$ cat src/core/ack_status_pkg.sv
// Constants and carriers for the axis command acknowledgement status bank.
// Assumes a single 250 MHz clock and a synchronous host register port.
package ack_status_pkg;

  localparam int ADDR_W = 16;
  localparam int WORD_W = 16;

  // Host register port map
  localparam logic [ADDR_W-1:0] BASE_CFG_ADDR  = 16'hfff0;
  localparam logic [ADDR_W-1:0] BASE_RESET     = 16'h0100;
  localparam logic [ADDR_W-1:0] DIRECT_OFFSET  = 16'h0001;
  localparam logic [WORD_W-1:0] WORD_RESET     = 16'h0000;

  // Unit revision from which the synchronous feeding flags exist
  localparam logic [7:0] SYNC_MIN_REV = 8'h13;

  // Manual operation acknowledgement word, bit masks
  localparam logic [WORD_W-1:0] MAN_SERVO_LOCK  = 16'h0001;
  localparam logic [WORD_W-1:0] MAN_ALARM_RST   = 16'h0002;
  localparam logic [WORD_W-1:0] MAN_DEV_RST     = 16'h0004;
  localparam logic [WORD_W-1:0] MAN_FWD_TORQUE  = 16'h0008;
  localparam logic [WORD_W-1:0] MAN_REV_TORQUE  = 16'h0010;
  localparam logic [WORD_W-1:0] MAN_OVERRIDE    = 16'h0020;
  localparam logic [WORD_W-1:0] MAN_JOG_SPEED   = 16'h0040;
  localparam logic [WORD_W-1:0] MAN_FWD_JOG     = 16'h0080;
  localparam logic [WORD_W-1:0] MAN_REV_JOG     = 16'h0100;
  localparam logic [WORD_W-1:0] MAN_ORG_SEARCH  = 16'h0400;
  localparam logic [WORD_W-1:0] MAN_ORG_RETURN  = 16'h0800;
  localparam logic [WORD_W-1:0] MAN_IMM_STOP    = 16'h2000;
  localparam logic [WORD_W-1:0] MAN_DEC_STOP    = 16'h4000;
  localparam logic [WORD_W-1:0] MAN_SERVO_FREE  = 16'h8000;

  // Direct operation acknowledgement word, bit masks
  localparam logic [WORD_W-1:0] DIR_ABS_MOVE    = 16'h0001;
  localparam logic [WORD_W-1:0] DIR_REL_MOVE    = 16'h0002;
  localparam logic [WORD_W-1:0] DIR_SPEED_CTL   = 16'h0004;
  localparam logic [WORD_W-1:0] DIR_INT_FEED    = 16'h0020;
  localparam logic [WORD_W-1:0] DIR_INT_MASK    = 16'h0040;
  localparam logic [WORD_W-1:0] DIR_PRESET      = 16'h0080;
  localparam logic [WORD_W-1:0] DIR_SYNC_POS    = 16'h0100;
  localparam logic [WORD_W-1:0] DIR_SYNC_VEL    = 16'h0200;

  typedef struct packed {
    logic [WORD_W-1:0] manual;
    logic [WORD_W-1:0] direct;
  } word_pair_t;

  typedef struct packed {
    logic [ADDR_W-1:0] addr;
    logic [WORD_W-1:0] wdata;
    logic              wr;
    logic              rd;
  } reg_req_t;

endpackage : ack_status_pkg

$ cat src/core/axis_command_ack_status.sv
// Axis 1 command acknowledgement status words with a small host register port.
// Assumes command and acceptance words are synchronous to clock, and that the
// motion engine raises an acceptance bit only while it honours that command.
//
// Summary of operation
// - Manual ack word sits at configurable base, direct ack word at base plus one.
// - Manual bit 0 acknowledges an accepted servo lock command.
// - Manual bit 1 acknowledges an accepted drive alarm reset command.
// - Manual bit 2 acknowledges an accepted deviation counter reset command.
// - Manual bits 3 and 4 acknowledge forward and reverse torque limit.
// - Manual bit 5 acknowledges an accepted override enable command.
// - Manual bit 6 acknowledges the jogging and inching speed selection.
// - Manual bit 7 acknowledges forward jogging or inching.
// - Manual bit 8 acknowledges reverse jogging or inching.
// - Manual bit 10 acknowledges an accepted origin search command.
// - Manual bit 11 acknowledges an accepted origin return command.
// - Manual bit 13 acknowledges an accepted immediate stop command.
// - Manual bit 14 acknowledges an accepted deceleration stop command.
// - Manual bit 15 acknowledges an accepted servo unlock command.
// - Direct bit 0 acknowledges an accepted absolute movement command.
// - Direct bit 1 acknowledges an accepted relative movement command.
// - Direct bit 2 acknowledges an accepted speed control command.
// - Direct bit 5 acknowledges an accepted interrupt feeding command.
// - Direct bit 6 acknowledges interrupt input mask and position latch enable.
// - Direct bit 7 acknowledges an accepted present position preset.
// - Direct bits 8 and 9 acknowledge synchronous feeding position and velocity.
// - Synchronous feeding flags exist only from unit revision 1.3 on.

`timescale 1ns/10ps

module axis_command_ack_status #(
  parameter logic [7:0] UNIT_REVISION = 8'h13
) (
  input  wire logic                       clock,
  input  wire logic                       rstn,
  input  wire ack_status_pkg::reg_req_t   req,
  output      logic [ack_status_pkg::WORD_W-1:0] rdata,
  input  wire ack_status_pkg::word_pair_t cmd,
  input  wire ack_status_pkg::word_pair_t accepted,
  output      ack_status_pkg::word_pair_t ack,
  output      logic [ack_status_pkg::ADDR_W-1:0] base_word
);
  import ack_status_pkg::*;

  //////////////////////////////////////////////////////////////////////////////
  // Implemented flag positions

  localparam logic SYNC_OK = (UNIT_REVISION >= SYNC_MIN_REV);

  localparam logic [WORD_W-1:0] MAN_IMPL =
      MAN_SERVO_LOCK |
      MAN_ALARM_RST  |
      MAN_DEV_RST    |
      MAN_FWD_TORQUE |
      MAN_REV_TORQUE |
      MAN_OVERRIDE   |
      MAN_JOG_SPEED  |
      MAN_FWD_JOG    |
      MAN_REV_JOG    |
      MAN_ORG_SEARCH |
      MAN_ORG_RETURN |
      MAN_IMM_STOP   |
      MAN_DEC_STOP   |
      MAN_SERVO_FREE;

  // Older units carry no synchronous feeding, so those bits stay dead
  localparam logic [WORD_W-1:0] SYNC_BITS = SYNC_OK ? (DIR_SYNC_POS | DIR_SYNC_VEL)
                                                    : WORD_RESET;

  localparam logic [WORD_W-1:0] DIR_IMPL =
      DIR_ABS_MOVE   |
      DIR_REL_MOVE   |
      DIR_SPEED_CTL  |
      DIR_INT_FEED   |
      DIR_INT_MASK   |
      DIR_PRESET     |
      SYNC_BITS;

  //////////////////////////////////////////////////////////////////////////////
  // State

  typedef struct packed {
    logic [ADDR_W-1:0] base;
    word_pair_t        ack;
    logic [WORD_W-1:0] rdata;
  } state_t;

  state_t            cur;
  state_t            next_cur;
  logic [WORD_W-1:0] next_manual;
  logic [WORD_W-1:0] next_direct;
  logic [ADDR_W-1:0] direct_addr;

  assign direct_addr = ADDR_W'(cur.base + DIRECT_OFFSET);

  //////////////////////////////////////////////////////////////////////////////
  // Per-bit handshake: set on acceptance, held by the command, dropped with it

  for (genvar b = 0; b < WORD_W; b++) begin : g_bit
    // Unimplemented positions are masked off here so they can never latch
    assign next_manual[b] = MAN_IMPL[b] & cmd.manual[b]
                          & (accepted.manual[b] | cur.ack.manual[b]);
    assign next_direct[b] = DIR_IMPL[b] & cmd.direct[b]
                          & (accepted.direct[b] | cur.ack.direct[b]);
  end

  //////////////////////////////////////////////////////////////////////////////
  // Next state and register port

  always_comb begin
    next_cur            = cur;
    next_cur.ack.manual = next_manual;
    next_cur.ack.direct = next_direct;
    if (req.wr && (req.addr == BASE_CFG_ADDR)) begin
      next_cur.base = req.wdata;
    end
    // Read data stand for one cycle only; idle cycles return zero
    next_cur.rdata = WORD_RESET;
    if (req.rd) begin
      // The config word wins if software moves the base on top of it
      if (req.addr == BASE_CFG_ADDR) begin
        next_cur.rdata = cur.base;
      end else if (req.addr == cur.base) begin
        next_cur.rdata = cur.ack.manual;
      end else if (req.addr == direct_addr) begin
        next_cur.rdata = cur.ack.direct;
      end
    end
  end

  always_ff @(posedge clock or negedge rstn) begin
    if (!rstn) begin
      cur.base       <= BASE_RESET;
      cur.ack.manual <= WORD_RESET;
      cur.ack.direct <= WORD_RESET;
      cur.rdata      <= WORD_RESET;
    end else begin
      cur <= next_cur;
    end
  end

  assign rdata     = cur.rdata;
  assign ack       = cur.ack;
  assign base_word = cur.base;

  for (genvar b = 0; b < WORD_W; b++) begin : g_chk
    if (MAN_IMPL[b]) begin : g_man

    end
    if (DIR_IMPL[b]) begin : g_dir

    end

  end

  if (SYNC_OK) begin : g_sync

  end
endmodule : axis_command_ack_status
$ cat config.mk
export PLATFORM = sky130hd
export DESIGN_NAME = axis_command_ack_status
export DESIGN_NICKNAME = d
export VERILOG_FILES = /design/src/core/ack_status_pkg.sv /design/src/core/axis_command_ack_status.sv
export SDC_FILE = /design/constraint.sdc
export NUM_CORES = 1
export LEC_CHECK = 0
export ABC_AREA = 1
export BUFFER_PORTS_ARGS = -buffer_cell sky130_fd_sc_hd__buf_2
export CORE_ASPECT_RATIO = 0.7
export CORE_MARGIN = 4
export CORE_UTILIZATION = 46
export CTS_CLUSTER_DIAMETER = 60
export DETAILED_ROUTE_END_ITERATION = 12
export GPL_ROUTABILITY_DRIVEN = 0
export PLACE_DENSITY = 0.81
export SYNTH_ARGS = -nofsm -noshare
export SYNTH_HDL_FRONTEND = slang
export SYNTH_SLANG_ARGS = --single-unit
$ cat constraint.sdc
create_clock -name clock -period 2.5 [get_ports clock]
set_clock_uncertainty 0.05 [all_clocks]
set_input_delay 0.25 -clock clock [delete_from_list [all_inputs] [get_ports clock]]
set_output_delay 0.25 -clock clock [all_outputs]
set_load 0.02 [all_outputs]
Yosys cells after proc, flatten, opt, wreduce, memory -nomap -nowiden:

Cells that the tools add are included.

* register bits after elaboration: 54
* bits of input ports: 100
* output and inout bits: 64
* logic and storage cells: 57

* add/subtract/negate cells: 1
* equality and inequality tests: 3
* mux-type cells: 4
* bitwise gates (word level): 44
* reductions and logical operators: 1

Operators by type and width (number)
* $mux 16: 3
* $eq 16x16->1: 2
* $and 1x1->1: 22
* $or 1x1->1: 22
* $add 16x1->16 const B: 1
* $eq 16x16->1 const B: 1
* $mux 10: 1
* $logic_and 1x1->1: 1

Logic depth before layout (Yosys ltp):

* depth in word-level cells: 6
* mapped depth: 13
* mapped depth without buffers: 13

Least setup slack after synthesis:

No wires, ideal clock.

* kind: reg-to-reg
* from: register cur (netlist bit base_word[1])
* to: register, netlist name rdata[5]
* setup time: 0.078 ns
* arrival time: 1.770 ns
* required time: 2.372 ns
* slack: 0.603 ns
* cell stages (with the launch flop): 12
* buffers on the path: 0
* period minus slack after synthesis: 1.897 ns
* cells stage by stage: dfrtp_1 > ha_1 > nand3_2 > nor2_8 > nand2_1 > nand2_1 > nand2_1 > nor2_1 > nand2_1 > nor2_4 > nand3_1 > a21oi_1

RTL lines
* from (decl): line axis_command_ack_status.sv:88 `state_t cur;`
* from (signal assigned): line axis_command_ack_status.sv:138 `cur <= next_cur;`

==> metrics.txt <==
cell breakdown of the critical path ha_1, nand3_2, nor2_8, nand2_1, nand2_1, nand2_1, nor2_1, nand2_1, nor2_4, nand3_1, a21oi_1; Max Slew Vio Count 0; Mean Syn Cell Area between 7 and 8 sq um; number of distinct standard cells referenced by the synthesized netlist 28; met2 track demand over resource around 35%; effective utilization at floorplan around 47%; Initial DRT Pass Iterations 5; buffer depth of the longest clock path 2; required time worst endpoint approximately 2700 ps; Worst Setup Path Type reg2reg; Hold Violations, Final 0; total via count after detailed routing about 3300; number of global-route vias before repair approximately 3000; number of cell rows 25; routed via count divided by cell count about 4.9; Synth Warn # 0; number of setup violations in the final report 0; number of antenna repair diodes 0; Final Critical Period between 2000 and 2500 ps; number of placed I/O pins around 160; Global Route Usage Sum 21.5%; master cell of the clock root buffer sky130_fd_sc_hd__clkbuf_8; sequential element share of the synthesized area about 42%; post-place setup slack ~300 ps; mean routed wirelength per cell roughly 14 microns; number of buffers added to fix hold violations after cts 1; floorplan die width 108 microns; hpwl dp between 7000 and 8000 microns; type of element launching the critical path flop; post-synthesis instance area ~3200 sq um; initial antenna violation count 0; result of the run finished clean; final critical-path share of the clock period 90.2%; Max Clk Rate roughly 440 MHz; Num Clock Sinks 54; maximum vdd drop 0.374 mV; setup TNS 0 ps; area of the die between 8000 and 9000 sq um; commonest non-fill, non-tap cell in the layout sky130_fd_sc_hd__buf_2; Synth Instances 437; most prevalent standard cell on the critical path sky130_fd_sc_hd__nand2_1; largest stage delay on the critical path ~520 ps; type of element capturing the critical path flop; violation count after the first detailed-route iteration between 200 and 300; classification of the worst-slack hold path in2reg; most used cells in the layout excluding fill and tap cells 133 x sky130_fd_sc_hd__buf_2, 117 x sky130_fd_sc_hd__nand2_1, 59 x sky130_fd_sc_hd__inv_1, 59 x sky130_fd_sc_hd__nor2_1, 53 x sky130_fd_sc_hd__dfrtp_1; worst max-slew margin expressed relative to the limit between 50 and 60%; # H-tree levels 2; placeable core region between 6000 and 7000 sq um; net count of the finished layout between 600 and 700; area taken by flip-flops and latches 1350 sq um; slowest stage cell on the critical path sky130_fd_sc_hd__dfrtp_1; count of buffers added by post-CTS timing repair for setup 0; count of fill cells added during filler insertion 630; cts repair resizes 0; DRC violations left 0; unrepaired setup endpoints after global routing false; gr ovfl total 0; Die Span Y between 70 and 80 microns; slew of the pin with the lowest slew margin around 750 ps; # port buffers around 130; layout cells sized above 1 just under 30%; flip-flop and latch count after synthesis 54; number of buffer and inverter instances along the worst setup path 0; M3 GR Usage 5.32%; global route hottest layer met2; worst-skew pair later-pin latency 300 ps; Total Routed Length a little over 9000 microns; final setup margin 244 ps; TritonCTS buffer count 5; area growth from synthesis to layout 27.4%; post-route antenna net violation count 0; leakage component of the power approximately 0.0023 uW; data arrival time of the critical path between 2000 and 2500 ps; family with the most delay on the worst path simple AND/OR/NAND/NOR gates; CTS tree built; largest driver fanout on the critical path 9; wire length of the first global-routing pass about 14000 microns; hold slack final 86.3 ps; multi-input combinational cell area about 1500 sq um; clock-pin transition on the worst setup and hold timing paths between 100 and 150 ps; total power per unit cell area 441 nW/um^2; pin count of the biggest net entering global routing 31; max cap viols 0; M1 GR Usage 30.7%
[worst reg2reg max path, cell delays in order, from the launching register on]
cell and delay [ps]:
sky130_fd_sc_hd__dfrtp_1 520, sky130_fd_sc_hd__ha_1 300, sky130_fd_sc_hd__nand3_2 170, sky130_fd_sc_hd__nor2_8 200, sky130_fd_sc_hd__nand2_1 120, sky130_fd_sc_hd__nand2_1 90, sky130_fd_sc_hd__nand2_1 60, sky130_fd_sc_hd__nor2_1 120
sky130_fd_sc_hd__nand2_1 120, sky130_fd_sc_hd__nor2_4 190, sky130_fd_sc_hd__nand3_1 100, sky130_fd_sc_hd__a21oi_1 140
[power by group]
part / total [uW] / switching [uW] / internal [uW]
clock: 613 / 309 / 304
sequential: 916 / 19.2 / 897
combinational: 265 / 158 / 107
[metal layers]
metal | routed length (microns) | up-vias | share of wire [%]
li1 | - | 1630 | -
met1 | 4190 | 1466 | 46
met2 | 4080 | 173 | 44
met3 | 875 | 10 | 9.5
met4 | 51 | 0 | 0.55
met5 | 0 | - | 0
[stage by stage]
step           cells  total power (uW)  instance area [sq um]  util, %
6_report         669              1790                   4070     60.3
5_1_grt          669              1880                   4070     60.3
4_1_cts          669              1810                   4070     60.3
3_5_place_dp     660              1200                   3950     58.4
3_3_place_gp     660              1190                   3950     58.4
2_1_floorplan    446              1070                   3230        -
[path summary, 6_finish.rpt]
| check | startpoint | to | slack [ps] | cells past startpoint |
|---|---|---|---|---|
| setup / recovery | base_word[1] | rdata[9] | 240 | 11 |
| hold / removal | accepted[1] | ack[1] | 90 | 2 |
| setup reg to reg | base_word[1] | rdata[9] | 240 | 11 |
| hold reg to reg | ack[21] | ack[21] | 470 | 1 |
| max in group asynchronous | rstn | base_word[8] | 1330 | 3 |
| min in group asynchronous | rstn | ack[18] | 430 | 2 |
[logic make-up (layout without fill, tap and decap cells)]
logic type	Yosys count	in the layout	synth area share, %
fa+ha+maj	1	1	0.391
buf+inv	78	207	10.4
other cells	1	10	0.117
compound gates	62	62	11.5
xor+xnor	9	9	2.47
mux	6	6	2.11
simple gates	226	226	30.6
flops	54	54	42.3
[Yosys cell counts]
master | instances | area (sq um)
sky130_fd_sc_hd__nand3_1 | 24 | 120
sky130_fd_sc_hd__buf_2 | 3 | 15.0
sky130_fd_sc_hd__nand2_1 | 117 | 439
sky130_fd_sc_hd__and2_1 | 1 | 6.26
sky130_fd_sc_hd__a21oi_1 | 23 | 115
sky130_fd_sc_hd__nor2_8 | 1 | 20.0
sky130_fd_sc_hd__o211ai_1 | 1 | 7.51
sky130_fd_sc_hd__dfstp_2 | 1 | 26.3
sky130_fd_sc_hd__nor2_4 | 4 | 45.0
sky130_fd_sc_hd__xor2_1 | 6 | 52.6
sky130_fd_sc_hd__o21ai_0 | 16 | 80.1
sky130_fd_sc_hd__dfrtp_1 | 53 | 1330
sky130_fd_sc_hd__mux2_2 | 6 | 67.6
sky130_fd_sc_hd__inv_1 | 59 | 221
sky130_fd_sc_hd__clkbuf_1 | 3 | 11.3
sky130_fd_sc_hd__ha_1 | 1 | 12.5
sky130_fd_sc_hd__conb_1 | 1 | 3.75
sky130_fd_sc_hd__nor2_1 | 59 | 221
sky130_fd_sc_hd__nand3_2 | 2 | 20.0
sky130_fd_sc_hd__nor2_2 | 3 | 18.8
sky130_fd_sc_hd__nand4_1 | 8 | 50.1
sky130_fd_sc_hd__nand2_2 | 3 | 18.8
sky130_fd_sc_hd__clkinv_1 | 1 | 3.75
sky130_fd_sc_hd__xnor2_1 | 3 | 26.3
sky130_fd_sc_hd__nor3_1 | 4 | 20.0
sky130_fd_sc_hd__o21a_1 | 22 | 165
sky130_fd_sc_hd__inv_2 | 2 | 7.51
sky130_fd_sc_hd__buf_4 | 10 | 75.1
[flip-flops by register name, summed over array words and instances (netlist names)]
signal / flops
rdata: 16
base_word: 16
ack: 22
[final cells by class]
cell class,count,area share [%]
clock inverter,3,1.17
inverter,62,5.71
timing repair buffer,137,17.4
clock buffer,5,1.69
sequential,54,33.2
multi-input combinational,314,37.9
tap,94,2.89
Note: power is estimated with default switching activity, not from simulation.
